--- src/rct_pkg.sv ---
// Constants and types shared by the reload countdown timer block.
// Assumes a byte-wide register port and a 200 MHz system clock.
// Contract
// RL1 - Start event loads second timer with 16-bit reload from high and low bytes.
// RL2 - Reload byte writes never disturb a running count; used at next start.
// RL3 - Third timer reload is 16 bits as readable, writable high and low bytes.
// RL4 - Live second timer count readable as read-only high and low bytes.
// RL5 - Host avoids reading live count bytes while reception is in progress.
// RL6 - Stop-on-receive halts third timer after first four received bits.
// RL7 - Stop-on-receive has no effect in either oscillator-trimming start mode.
// RL8 - Start mode 00 never auto starts; 01 starts at transmission end.
// RL9 - Start modes 10 and 11 trim oscillator; 11 allows underflow, 10 not.
// RL10 - Auto-restart set reloads third timer and keeps counting at zero.
// RL11 - Auto-restart clear counts third timer to zero then stops.
// RL12 - Third timer underflow sets its timer underflow flag.
// RL13 - Clock select 00 picks carrier clock, 01 picks subcarrier clock.
// RL14 - Clock select 10 counts timer zero underflows, 11 timer one underflows.
// RL15 - Second timer behaves alike and sets its own underflow flag.
// RL16 - Second timer clock select picks carrier, 212 kHz or sibling underflows.
// RL17 - Reserved control bits 6 and 2 ignore writes and read zero.
// RL18 - With an underflow clock, count drops by one per underflow pulse.
package rct_pkg;
	localparam logic [7:0] ADDR_T2_CONTROL     = 8'h19;
	localparam logic [7:0] ADDR_T2_RELOAD_HIGH = 8'h1a;
	localparam logic [7:0] ADDR_T2_RELOAD_LOW  = 8'h1b;
	localparam logic [7:0] ADDR_T2_COUNT_HIGH  = 8'h1c;
	localparam logic [7:0] ADDR_T2_COUNT_LOW   = 8'h1d;
	localparam logic [7:0] ADDR_T3_CONTROL     = 8'h1e;
	localparam logic [7:0] ADDR_T3_RELOAD_HIGH = 8'h1f;
	localparam logic [7:0] ADDR_T3_RELOAD_LOW  = 8'h20;
	localparam logic [7:0] ADDR_T3_COUNT_HIGH  = 8'h21;
	localparam logic [7:0] ADDR_T3_COUNT_LOW   = 8'h22;
	localparam logic [7:0] ADDR_IRQ_STATUS     = 8'h30;
	localparam logic [7:0] ADDR_IRQ_MASK       = 8'h31;
	localparam int BIT_STOP_RX   = 7;
	localparam int BIT_START_HI  = 5;
	localparam int BIT_START_LO  = 4;
	localparam int BIT_AUTO_RST  = 3;
	localparam int BIT_CLK_HI    = 1;
	localparam int BIT_CLK_LO    = 0;
	localparam logic [7:0] CONTROL_WRITE_MASK = 8'hbb;
	localparam logic [7:0] CONTROL_RESET      = 8'h00;
	localparam logic [7:0] RELOAD_RESET       = 8'h00;
	localparam logic [15:0] COUNT_RESET       = 16'h0000;
	localparam logic [1:0] START_NONE      = 2'h0;
	localparam logic [1:0] START_TX_END    = 2'h1;
	localparam logic [1:0] START_TRIM_NOUF = 2'h2;
	localparam logic [1:0] START_TRIM_UF   = 2'h3;
	localparam logic [1:0] CLK_CARRIER   = 2'h0;
	localparam logic [1:0] CLK_SUBCARR   = 2'h1;
	localparam logic [1:0] CLK_UF_TIMER0 = 2'h2;
	localparam logic [1:0] CLK_UF_TIMER1 = 2'h3;
	localparam int NUM_TIMERS = 2;
	localparam int CLK_HZ     = 200000000;
	localparam int CARRIER_HZ = 13560000;
	localparam int SUBCARR_HZ = 211875;
	localparam int CARRIER_DIV = (CLK_HZ + CARRIER_HZ / 2) / CARRIER_HZ;
	localparam int SUBCARR_DIV = (CLK_HZ + SUBCARR_HZ / 2) / SUBCARR_HZ;
	localparam int DIV_W = 12;
	localparam logic [DIV_W-1:0] CARRIER_LAST = DIV_W'(CARRIER_DIV - 1);
	localparam logic [DIV_W-1:0] SUBCARR_LAST = DIV_W'(SUBCARR_DIV - 1);
	localparam logic [DIV_W-1:0] DIV_ZERO     = 12'h000;
	localparam logic [7:0] READ_ZERO = 8'h00;
	typedef enum logic [1:0] {RCT_IDLE, RCT_RUN, RCT_TRIM_WAIT, RCT_TRIM_RUN} rct_state_e;
endpackage

--- src/rct_timers.sv ---
// Two 16-bit reload countdown timers with byte register port and interrupt.
// Assumes all event inputs are one-cycle pulses synchronous to clk.
`timescale 1ns/1ps
`default_nettype none
module rct_timers
	import rct_pkg::*;
(
	input  wire logic       clk,
	input  wire logic       rst_n,
	input  wire logic [7:0] addr,
	input  wire logic [7:0] wdata,
	input  wire logic       wr_en,
	input  wire logic       rd_en,
	output logic      [7:0] rdata,
	input  wire logic       tx_end,
	input  wire logic       rx_first_nibble,
	input  wire logic       rx_end,
	input  wire logic       trim_edge,
	input  wire logic       timer0_underflow,
	input  wire logic       timer1_underflow,
	output logic      [1:0] underflow_pulse,
	output logic      [1:0] running,
	output logic            irq
);

	////////////////////////////////////////////////////////////////////////////////
	// Registers and shared count enables.

	logic [7:0]       control_reg [NUM_TIMERS];
	logic [7:0]       reload_hi_reg [NUM_TIMERS];
	logic [7:0]       reload_lo_reg [NUM_TIMERS];
	logic [15:0]      count_reg [NUM_TIMERS];
	logic [1:0]       status_reg;
	logic [1:0]       mask_reg;
	logic [1:0]       uf_event;
	logic [DIV_W-1:0] carrier_div_reg;
	logic [DIV_W-1:0] subcarr_div_reg;
	logic             carrier_tick;
	logic             subcarr_tick;
	logic             rx_active_reg;

	// Byte write to one timer's register, selected by its two addresses.
	function automatic logic hit(input logic [7:0] a, input logic [7:0] t2, input logic [7:0] t3,
		input int idx);
		hit = (idx == 0) ? (a == t2) : (a == t3);
	endfunction

	// Count enable for a timer from its clock select field.
	function automatic logic count_tick(input logic [1:0] sel, input logic c, input logic s,
		input logic u0, input logic u1);
		case (sel)
			CLK_CARRIER:   count_tick = c; // RL13
			CLK_SUBCARR:   count_tick = s; // RL13
			CLK_UF_TIMER0: count_tick = u0; // RL14 RL18
			default:       count_tick = u1; // RL14 RL18
		endcase
	endfunction

	assign carrier_tick = (carrier_div_reg == DIV_ZERO);
	assign subcarr_tick = (subcarr_div_reg == DIV_ZERO);

	always_ff @(posedge clk or negedge rst_n)
	begin
		if (!rst_n)
			carrier_div_reg <= DIV_ZERO;
		else if (carrier_tick)
			carrier_div_reg <= CARRIER_LAST;
		else
			carrier_div_reg <= carrier_div_reg - 12'h001;
	end

	always_ff @(posedge clk or negedge rst_n)
	begin
		if (!rst_n)
			subcarr_div_reg <= DIV_ZERO;
		else if (subcarr_tick)
			subcarr_div_reg <= SUBCARR_LAST;
		else
			subcarr_div_reg <= subcarr_div_reg - 12'h001;
	end

	// Tracks reception so the readback hazard is visible to software.
	always_ff @(posedge clk or negedge rst_n)
	begin
		if (!rst_n)
			rx_active_reg <= 1'b0;
		else if (rx_end)
			rx_active_reg <= 1'b0;
		else if (rx_first_nibble)
			rx_active_reg <= 1'b1; // RL5
	end

	////////////////////////////////////////////////////////////////////////////////
	// Timers; index 0 is the second timer, index 1 the third.

	genvar gi;
	generate
		for (gi = 0; gi < NUM_TIMERS; gi++)
		begin : g_timer
			rct_state_e state_reg;
			logic [1:0] start_mode;
			logic       trim_mode;
			logic       tick;
			logic       start_evt;
			logic       stop_rx;
			logic       at_zero;
			logic [15:0] reload_value;

			assign start_mode   = control_reg[gi][BIT_START_HI:BIT_START_LO];
			assign trim_mode    = start_mode[1]; // RL9
			assign reload_value = {reload_hi_reg[gi], reload_lo_reg[gi]}; // RL1 RL3
			assign tick = count_tick(control_reg[gi][BIT_CLK_HI:BIT_CLK_LO], carrier_tick,
				subcarr_tick, timer0_underflow, timer1_underflow); // RL16
			assign start_evt = (start_mode == START_TX_END) && tx_end; // RL8
			assign stop_rx = control_reg[gi][BIT_STOP_RX] && !trim_mode
				&& rx_first_nibble; // RL6 RL7
			assign at_zero = (count_reg[gi] == COUNT_RESET);
			assign uf_event[gi] = (state_reg == RCT_RUN || state_reg == RCT_TRIM_RUN)
				&& tick && at_zero && !(trim_mode && start_mode == START_TRIM_NOUF);

			always_ff @(posedge clk or negedge rst_n)
			begin
				if (!rst_n)
					state_reg <= RCT_IDLE;
				else
				begin
					case (state_reg)
						RCT_IDLE:
							if (trim_mode)
								state_reg <= RCT_TRIM_WAIT; // RL9
							else if (start_evt)
								state_reg <= RCT_RUN; // RL8
						RCT_RUN:
							if (trim_mode)
								state_reg <= RCT_TRIM_WAIT;
							else if (stop_rx)
								state_reg <= RCT_IDLE; // RL6
							else if (tick && at_zero && !control_reg[gi][BIT_AUTO_RST])
								state_reg <= RCT_IDLE; // RL11
						RCT_TRIM_WAIT:
							if (!trim_mode)
								state_reg <= RCT_IDLE;
							else if (trim_edge)
								state_reg <= RCT_TRIM_RUN; // RL9
						RCT_TRIM_RUN:
							if (!trim_mode || trim_edge)
								state_reg <= RCT_IDLE; // RL9
							else if (tick && at_zero && start_mode == START_TRIM_NOUF)
								state_reg <= RCT_IDLE;
						default:
							state_reg <= RCT_IDLE;
					endcase
				end
			end

			// Reload bytes are only sampled at a start or an auto reload at zero, so writes never disturb a count.
			always_ff @(posedge clk or negedge rst_n)
			begin
				if (!rst_n)
					count_reg[gi] <= COUNT_RESET;
				else if ((state_reg == RCT_IDLE && !trim_mode && start_evt)
					|| (state_reg == RCT_TRIM_WAIT && trim_edge))
					count_reg[gi] <= reload_value; // RL1 RL2 RL3
				else if ((state_reg == RCT_RUN || state_reg == RCT_TRIM_RUN) && tick)
				begin
					if (!at_zero)
						count_reg[gi] <= count_reg[gi] - 16'h0001; // RL18
					else if (control_reg[gi][BIT_AUTO_RST] || start_mode == START_TRIM_UF)
						count_reg[gi] <= reload_value; // RL10
				end
			end

			assign running[gi] = (state_reg == RCT_RUN) || (state_reg == RCT_TRIM_RUN);
		end
	endgenerate

	always_ff @(posedge clk or negedge rst_n)
	begin
		if (!rst_n)
			underflow_pulse <= 2'h0;
		else
			underflow_pulse <= uf_event;
	end

	////////////////////////////////////////////////////////////////////////////////
	// Register writes.

	generate
		for (gi = 0; gi < NUM_TIMERS; gi++)
		begin : g_regs
			always_ff @(posedge clk or negedge rst_n)
			begin
				if (!rst_n)
					control_reg[gi] <= CONTROL_RESET;
				else if (wr_en && hit(addr, ADDR_T2_CONTROL, ADDR_T3_CONTROL, gi))
					control_reg[gi] <= wdata & CONTROL_WRITE_MASK; // RL17
			end

			always_ff @(posedge clk or negedge rst_n)
			begin
				if (!rst_n)
					reload_hi_reg[gi] <= RELOAD_RESET;
				else if (wr_en && hit(addr, ADDR_T2_RELOAD_HIGH, ADDR_T3_RELOAD_HIGH, gi))
					reload_hi_reg[gi] <= wdata; // RL3
			end

			always_ff @(posedge clk or negedge rst_n)
			begin
				if (!rst_n)
					reload_lo_reg[gi] <= RELOAD_RESET;
				else if (wr_en && hit(addr, ADDR_T2_RELOAD_LOW, ADDR_T3_RELOAD_LOW, gi))
					reload_lo_reg[gi] <= wdata; // RL2 RL3
			end
		end
	endgenerate

	// Flags are sticky; a new underflow wins over a write-one clear.
	always_ff @(posedge clk or negedge rst_n)
	begin
		if (!rst_n)
			status_reg <= 2'h0;
		else if (wr_en && addr == ADDR_IRQ_STATUS)
			status_reg <= (status_reg & ~wdata[1:0]) | uf_event; // RL12 RL15
		else
			status_reg <= status_reg | uf_event; // RL12 RL15
	end

	always_ff @(posedge clk or negedge rst_n)
	begin
		if (!rst_n)
			mask_reg <= 2'h0;
		else if (wr_en && addr == ADDR_IRQ_MASK)
			mask_reg <= wdata[1:0];
	end

	assign irq = |(status_reg & mask_reg);

	////////////////////////////////////////////////////////////////////////////////
	// Register reads, one cycle after the strobe; unmapped addresses read zero.

	always_ff @(posedge clk or negedge rst_n)
	begin
		if (!rst_n)
			rdata <= READ_ZERO;
		else if (rd_en)
		begin
			case (addr)
				ADDR_T2_CONTROL:     rdata <= control_reg[0];
				ADDR_T2_RELOAD_HIGH: rdata <= reload_hi_reg[0];
				ADDR_T2_RELOAD_LOW:  rdata <= reload_lo_reg[0];
				ADDR_T2_COUNT_HIGH:  rdata <= count_reg[0][15:8]; // RL4
				ADDR_T2_COUNT_LOW:   rdata <= count_reg[0][7:0]; // RL4
				ADDR_T3_CONTROL:     rdata <= control_reg[1]; // RL17
				ADDR_T3_RELOAD_HIGH: rdata <= reload_hi_reg[1]; // RL3
				ADDR_T3_RELOAD_LOW:  rdata <= reload_lo_reg[1]; // RL3
				ADDR_T3_COUNT_HIGH:  rdata <= count_reg[1][15:8];
				ADDR_T3_COUNT_LOW:   rdata <= count_reg[1][7:0];
				ADDR_IRQ_STATUS:     rdata <= {5'h00, rx_active_reg, status_reg};
				ADDR_IRQ_MASK:       rdata <= {6'h00, mask_reg};
				default:             rdata <= READ_ZERO;
			endcase
		end
		else
			rdata <= READ_ZERO;
	end

endmodule // rct_timers
`default_nettype wire

--- config.mk ---
export PLATFORM = sky130hd
export DESIGN_NAME = rct_timers
export DESIGN_NICKNAME = d
export VERILOG_FILES = /design/src/rct_pkg.sv /design/src/rct_timers.sv
export SDC_FILE = /design/constraint.sdc
export NUM_CORES = 1
export LEC_CHECK = 0
export BUFFER_PORTS_ARGS = -buffer_cell sky130_fd_sc_hd__clkbuf_2
export CELL_PAD_IN_SITES_DETAIL_PLACEMENT = 1
export CELL_PAD_IN_SITES_GLOBAL_PLACEMENT = 2
export CORE_MARGIN = 1.5
export CORE_UTILIZATION = 40
export DETAILED_ROUTE_END_ITERATION = 8
export PLACE_DENSITY_LB_ADDON = 0.1
export SKIP_CTS_REPAIR_TIMING = 1
export SLEW_MARGIN = 20
export SYNTH_ARGS = -nofsm -noshare
export SYNTH_HDL_FRONTEND = slang
export SYNTH_SLANG_ARGS = --single-unit
--- constraint.sdc ---
create_clock -name clk -period 3.2 [get_ports clk]
set_clock_uncertainty 0.05 [all_clocks]
set_input_delay 0.64 -clock clk [delete_from_list [all_inputs] [get_ports clk]]
set_output_delay 0.64 -clock clk [all_outputs]
set_load 0.01 [all_outputs]
* Word-level counts from Yosys, hierarchy flattened
Cells that the tools add are included.
Word-level totals: flip-flop bits (word level) 119, bits of input ports 26, output and inout port bits 13, word-level logic and storage cells 164
Cells by class: add/sub/neg operators 4, eq/ne operators 38, mux-type cells 36, bitwise gates (word level) 5, reduce and logical (&&, ||, !) cells 64
Operator list (count):
- 2-to-1 mux 16 bit | 8
- case mux 8 bit (12 select lines) | 1
- equality test 8 x 5 -> 1 bit (second input constant) | 7
- equality test 8 x 6 -> 1 bit (second input constant) | 5
- 2-to-1 mux 2 bit | 18
- logical AND 1 bit | 34
- zero test 16 bit | 2
- subtractor 16 x 1 -> 16 bit (second input constant) | 2
- zero test 12 bit | 2
- 2-to-1 mux 12 bit | 2
- subtractor 12 x 1 -> 12 bit (second input constant) | 2
- equality test 2 bit (second input constant) | 10
- case mux 2 bit (4 select lines) | 2
- inequality test 3 bit (second input constant) | 5
- equality test 2 x 1 -> 1 bit (second input constant) | 6
- inequality test 3 x 1 -> 1 bit (second input constant) | 3
- zero test 2 bit | 4
- logical OR 1 bit | 8
- 2-to-1 mux 8 bit | 1
- AND reduction 4 bit | 2
- zero test 1 bit | 6
- case mux 1 bit (3 select lines) | 2
- nonzero test 2 bit | 3
- AND 2 bit | 2
- 7 further kinds | 10

* Logic depth before layout (Yosys ltp)
Gate-level depths: netlist (run 1).
word-level depth 8, depth in mapped cells 10

* Least setup slack after synthesis (run 1)
No wires, ideal clock.
path type register -> register, start register carrier_div_reg[0], end register count_reg[0] (netlist name), setup time 124 ps, data arrival time 2193 ps, required time 3026 ps, setup slack 833 ps, stages on the path, launching flop included 10, cells stage by stage dfrtp_1 -> inv_1 -> ha_1 -> nor3b_4 -> nand4b_2 -> o311a_1 -> buf_6 -> or2_1 -> buf_6 -> a211o_1
On the way: word-level cells in the longest chain between the ends 5
RTL lines:
- from (decl) | RTL line rct_timers.sv:36 | logic [DIV_W-1:0] carrier_div_reg;
- from (signal assigned) | RTL line rct_timers.sv:69 | carrier_div_reg <= carrier_div_reg - 12'h001;
- zero test 12 bit | RTL line rct_timers.sv:59 | assign carrier_tick = (carrier_div_reg == DIV_ZERO);
- case mux 1 bit (3 select lines) | RTL line rct_timers.sv:51 | case (sel)
- logical AND 1 bit | RTL line rct_timers.sv:164 | else if ((state_reg == RCT_RUN || state_reg == RCT_TRIM_RUN) && tick)
- nonzero test 2 bit (no line)
- AND reduction 2 bit (no line)
- to (signal, indexed assignment) | RTL line rct_timers.sv:163 | count_reg[gi] <= reload_value;
- to (signal, indexed assignment) | RTL line rct_timers.sv:167 | count_reg[gi] <= count_reg[gi] - 16'h0001;
- to (signal, indexed assignment) | RTL line rct_timers.sv:169 | count_reg[gi] <= reload_value;
- to (decl) | RTL line rct_timers.sv:32 | logic [15:0] count_reg [NUM_TIMERS];
Every way passes these cells. A chain may end at the register's enable or synchronous reset.

* Worst setup path in the final report (run 1)
start register carrier_div_reg[0], end register count_reg[16] (netlist name)
The elaborated chain is that of the path after synthesis.

==> flow_summary_export.csv, run 1 <==
group,metric,value,unit
clock_tree,h-tree-depth,4,
final_layout,final_cell_area,8030,sq um
timing,layout_setup_ws,308,ps
worst_setup_path,reg2reg_depth,7,
grt,grt_pass1_vias,6078,
timing,fin_tns_setup,0,ps
worst_setup_path,worstReg2RegStart,"carrier_div_reg[0]",
worst_setup_path,cp-startpoint,"carrier_div_reg[0]",
route,drc,0,
synth,ys_ff_latch,119,
route,drt_iter0_drc,387,
placement,place.gp.congestion,0.870,
timing,finalHoldViolCount,0,
synth,syn_avg_cell_area,9.82,sq um
power_and_ir_drop,combPwrFrac,0.222,
route,viasPerCell,6.09,
hold_path,hold_class,"input pin to asynchronous set/reset pin",
worst_setup_path,worst-path-max-fanout,12,
timing,max_freq,346,MHz
floorplanning,rows,48,
placement,place_inst,944,
synth,synth_edf_count,0,
route,vias,5934,
synth,synth_commonest_cells,"dfrtp_1 (119), mux2_2 (54), nand2_1 (52)",
power_and_ir_drop,switching_share,0.331,
route,wl_per_cell,23.3,um
power_and_ir_drop,p_int,3.63,mW
worst_setup_path,required,3460,ps
grt,antenna_found_initial,0,
timing,finalSetupViolations,0,
final_layout,finalNetCount,770,
floorplanning,coreArea,17100,sq um
worst_setup_path,endpoint_kind,"register",
timing,slew_viol_final,0,
synth,yosysTopAreaCellShare,0.428,
floorplanning,design.die.area,18200,sq um
grt,grt_overflow,0,
worst_setup_path,start_kind,"register",
timing,worst_pin_slew,892,ps
route,detail_route.wirelength,22700,um
grt,track_usage,0.263,
synth,yosysWarnings,0,
power_and_ir_drop,powerDensity,675,nW/um^2
clock_tree,cts_max_path_buffers,2,
worst_setup_path,arrival,3150,ps
synth,synth_top_flop_cell,"dfrtp_1",
timing,fin_crit,2890,ps
power_and_ir_drop,total_leakage_power,3.51,nW
final_layout,drive_gt1_frac,0.227,
placement,place_area,7400,sq um
synth,synthCells,708,
worst_setup_path,reg2reg_slack,310,ps
final_layout,antenna_cells,0,
route,firstDrtPassIters,4,
synth,yosys-top-cells-area,"dfrtp_1 (43%), mux2_2 (8.7%), nor3_1 (3.7%), mux2i_1 (3.6%), o21ai_0 (3.0%)",
synth,synth.net_count,740,
worst_setup_path,r2r_end,"count_reg[16]",
synth,synth_cell_types,73,
synth,synth_most_common_cell,"dfrtp_1",
clock_tree,clock_latency,420,ps
flow_run,cap_violations,0,
floorplanning,dieHeight,135,um
final_layout,final_cells,975,
power_and_ir_drop,pwr-share-clk,0.388,
worst_setup_path,crit_end,"count_reg[16]",
route,ant_nets,0,
floorplanning,pin_count,39,
placement,post-place-ws,247,ps
floorplanning,dieWidth,135,um
timing,rsz0062_at_grt,"false",
clock_tree,cts_sinks,119,
clock_tree,cts_tree,"yes",
outcome,outcome,"complete, no violations",
placement,hpwl,16800,um
timing,period_share,0.904,
power_and_ir_drop,p_seq_frac,0.390,
placement,numPortBuffers,38,
synth,yosysTopAreaCell,"dfrtp_1",
clock_tree,cts_buffers,17,
worst_setup_path,setup.worst_path.class,"register to register",
synth,yosysSeqAreaShare,0.428,
power_and_ir_drop,ir_worst_vdd,0.000434,V
clock_tree,clk_pin_slew,60,ps
timing,slew_headroom,0.400,
synth,ys_async_sr_fraction,1.00,
grt,grt_pass1_wl,35600,um
clock_tree,cts_root_buf,"clkbuf_16",
final_layout,area_delta_synth_final,15.5,%
power_and_ir_drop,p_switching,1.79,mW
synth,synth_area,6950,sq um
power_and_ir_drop,power,5.42,mW
floorplanning,start_util,0.406,
grt,grt_max_degree,45,
## worst max-delay path: stages (launching register included)
cell	delay, ps
dfrtp_1	400
inv_1	70
ha_1	180
nor3b_4	380
nand4b_2	310
o211a_1	490
or2_0	510
a211o_1	380
## power by group through the flow
stage	clock network (mW)	registers [mW]	logic (mW)
2_1_floorplan	0	1.93	0.928
3_3_place_gp	0	2.11	1.16
3_5_place_dp	0	2.12	1.20
4_1_cts	2.14	2.10	1.20
5_1_grt	2.20	2.14	1.32
6_report	2.11	2.11	1.20
## logic make-up (layout without fill, tap and decap cells)
family / Yosys count / count (layout) / share of synthesized area
buf+inv: 74 / 116 / 0.0471
flops: 119 / 119 / 0.428
fa+ha+maj: 6 / 6 / 0.0108
compound gates: 155 / 155 / 0.153
simple gates: 260 / 260 / 0.210
xor+xnor: 10 / 10 / 0.0126
mux: 84 / 84 / 0.138
## metrics by stage
step,hold WS [ps],util
after floorplan,294,-
after global placement,416,0.432
after detailed placement,421,0.432
after CTS,158,0.469
after global routing,159,0.469
final,137,0.469
## per-layer routing
layer | GRT usage | share of wire
met3 | 0.0544 | 0.049
met4 | 0.0902 | 0.019
met2 | 0.405 | 0.45
met5 | 0 | 0
met1 | 0.369 | 0.48
## cells in the final DEF (no fill, tap or decap), types with 6 or more instances in the layout
master       n
a211oi_1    11
a21oi_1     15
a22oi_1     10
a2bb2oi_1   14
a31oi_1      6
and2_1       6
and3_1       7
buf_4       24
clkbuf_16   17
clkbuf_2    37
dfrtp_1    119
ha_1         6
inv_1       22
mux2_2      54
mux2i_1     25
nand2_1     52
nand3_1     14
nand4_1     13
nor2_1      38
nor2b_1      7
nor3_1      51
nor4_1      13
o21ai_0     42
o22ai_1      6
o31ai_1     15
or3_1        8
or4_1        7
xnor2_1      8
## worst min-delay path by stage
| stage | depth (start not counted) | start | endpoint | slack, ps |
|---|---|---|---|---|
| 6_report | 1 | rst_n | subcarr_div_reg[4] | 140 |
| 3_5_place_dp | 1 | carrier_div_reg[0] | carrier_div_reg[0] | 420 |
| 3_3_place_gp | 1 | carrier_div_reg[0] | carrier_div_reg[0] | 420 |
| 2_1_floorplan | 0 | rst_n | carrier_div_reg[0] | 290 |
| 4_1_cts | 1 | rst_n | subcarr_div_reg[4] | 160 |
| 5_1_grt | 1 | rst_n | subcarr_div_reg[4] | 160 |
## area by class of cell
cell class / count / area, sq um
clock inverters: 10 / 175
inverters: 22 / 82.6
fillers: 1965 / 9080
repair buffers: 63 / 405
flip-flops and latches: 119 / 2980
multi-input cells: 515 / 3650
well taps: 225 / 282
clock buffers: 21 / 460
No activity file was read; power rests on OpenSTA's default activity.
==> run 2, diff against run 1 <==
--- a/config.mk
+++ b/config.mk
@@ -10,6 +10,7 @@
 export CELL_PAD_IN_SITES_GLOBAL_PLACEMENT = 2
 export CORE_MARGIN = 1.5
 export CORE_UTILIZATION = 40
+export CTS_BUF_LIST = sky130_fd_sc_hd__clkbuf_16
 export DETAILED_ROUTE_END_ITERATION = 8
 export PLACE_DENSITY_LB_ADDON = 0.1
 export SKIP_CTS_REPAIR_TIMING = 1
==> run 2 against run 1 <==
Flip-flop and latch count unchanged. Clock power shrank 3%. Design area fell by 0.25%. Final cell count unchanged. Die area did not move. Clock-buffer cell count fell by 4. First-iteration DRC count fell by 5.7%. Register-to-register slack barely moved. Critical path type unchanged. Largest power group unchanged.
==> flow_summary_export.csv, run 2 (same netlist as run 1, synthesis figures left out) <==
group,metric,value,unit
power_and_ir_drop,p_int,3.57,mW
timing,worst_pin_slew,869,ps
worst_setup_path,arrival,3150,ps
grt,track_usage,0.263,
power_and_ir_drop,ir_worst_vdd,0.000433,V
power_and_ir_drop,combPwrFrac,0.224,
worst_setup_path,required,3450,ps
worst_setup_path,endpoint_kind,"register",
power_and_ir_drop,switching_share,0.334,
floorplanning,dieWidth,135,um
clock_tree,cts_tree,"yes",
final_layout,mostFrequentLayoutCell,"dfrtp_1",
clock_tree,cts_sinks,119,
clock_tree,cts_buffers,17,
grt,grt_pass1_wl,35600,um
worst_setup_path,cp-startpoint,"carrier_div_reg[0]",
clock_tree,cts_root_buf,"clkbuf_16",
final_layout,drive_gt1_frac,0.224,
timing,slew_viol_final,0,
clock_tree,h-tree-depth,4,
outcome,outcome,"complete, no violations",
worst_setup_path,start_kind,"register",
timing,fin_tns_setup,0,ps
route,vias,5942,
final_layout,multi_input_area,3650,sq um
final_layout,final_cell_area,8010,sq um
floorplanning,rows,48,
timing,rsz0062_at_grt,"false",
power_and_ir_drop,pwr-share-clk,0.383,
clock_tree,clk_pin_slew,60,ps
route,wl_per_cell,23.3,um
worst_setup_path,slowest_delay,510,ps
placement,numPortBuffers,38,
grt,antenna_found_initial,0,
placement,place_area,7400,sq um
clock_tree,cts_max_path_buffers,2,
power_and_ir_drop,powerDensity,670,nW/um^2
grt,grt_pass1_vias,6061,
worst_setup_path,reg2reg_slack,310,ps
worst_setup_path,path_cells,"inv_1 > ha_1 > nor3b_4 > nand4b_2 > o211a_1 > or2_0 > a211o_1",
floorplanning,coreArea,17100,sq um
placement,hpwl,16800,um
grt,grt_overflow,0,
placement,place.gp.congestion,0.870,
timing,max_freq,346,MHz
power_and_ir_drop,p_seq_frac,0.394,
final_layout,final_cell_mix,"dfrtp_1 (119), mux2_2 (54), nand2_1 (52), nor3_1 (51), o21ai_0 (42)",
timing,layout_setup_ws,307,ps
floorplanning,design.die.area,18200,sq um
final_layout,antenna_cells,0,
route,detail_route.wirelength,22700,um
final_layout,area_delta_synth_final,15.2,%
clock_tree,clock_latency,420,ps
placement,place_inst,944,
floorplanning,start_util,0.406,
hold_path,hold_class,"input pin to asynchronous set/reset pin",
timing,finalSetupViolations,0,
final_layout,nFillCells,1964,
route,viasPerCell,6.09,
placement,post-place-ws,247,ps
route,ant_nets,0,
worst_setup_path,worstReg2RegStart,"carrier_div_reg[0]",
floorplanning,pin_count,39,
power_and_ir_drop,p_switching,1.79,mW
final_layout,finalNetCount,770,
final_layout,regArea,2980,sq um
timing,fin_crit,2890,ps
worst_setup_path,setup.worst_path.class,"register to register",
route,drc,0,
flow_run,cap_violations,0,
route,firstDrtPassIters,5,
worst_setup_path,worst-path-max-fanout,12,
timing,slew_headroom,0.415,
final_layout,fin_util,0.468,
power_and_ir_drop,total_leakage_power,3.50,nW
grt,grt_max_degree,45,
worst_setup_path,slowest_stage,"or2_0",
final_layout,final_cells,975,
timing,finalHoldViolCount,0,
floorplanning,dieHeight,135,um
timing,period_share,0.904,
route,drt_iter0_drc,365,
run 2: changes by cell type in the layout (fill, tap and decap cells not counted):
cell      change
inv_1         +2
clkbuf_1      -2
clkbuf_8      -2
clkinv_1      +2
run 2: cell type report:
class | count | area share
inverter | 22 | 0.0103
tap | 225 | 0.0351
timing repair buffer | 63 | 0.0506
clock buffer | 17 | 0.0531
sequential | 119 | 0.372
clock inverter | 14 | 0.0237
multi-input combinational | 515 | 0.456
run 2: routing by layer:
layer | share of wire | track usage | vias to the layer above | wire [um]
met3 | 0.053 | 0.0544 | 29 | 1200
met5 | 0 | 0 | - | 0
met1 | 0.47 | 0.370 | 3052 | 10800
met4 | 0.019 | 0.0902 | 0 | 424
li1 | - | - | 2709 | -
met2 | 0.45 | 0.404 | 152 | 10300
run 2: final timing paths:
| kind | to | cells after the start |
|---|---|---|
| min in group clk | rx_active_reg | 2 |
| worst max register to register | count_reg[16] | 7 |
| worst min register to register | carrier_div_reg[0] | 1 |
| worst min-delay path | subcarr_div_reg[4] | 1 |
| worst max-delay path | count_reg[16] | 7 |
| max in group asynchronous | count_reg[0] | 2 |
run 2: critical path, delay by kind of cell (launching register included):
family | cells | cell delay [ps]
buf+inv | 1 | 70
flops | 1 | 400
compound gates | 2 | 870
fa+ha+maj | 1 | 180
simple gates | 3 | 1200
run 2: power by group through the flow:
stage / combinational [mW] / sequential, mW / clock (mW)
after detailed placement: 1.20 / 2.12 / 0
after global placement: 1.16 / 2.11 / 0
after CTS: 1.20 / 2.10 / 2.08
after floorplan: 0.928 / 1.93 / 0
final: 1.20 / 2.11 / 2.05
after global routing: 1.32 / 2.14 / 2.15
run 2: metrics by stage:
| step | power, mW | hold WS [ps] |
|---|---|---|
| 3_3_place_gp | 3.27 | 416 |
| 3_5_place_dp | 3.32 | 421 |
| 4_1_cts | 5.38 | 158 |
| 5_1_grt | 5.61 | 170 |
| 6_report | 5.37 | 145 |
| 2_1_floorplan | 2.86 | 294 |
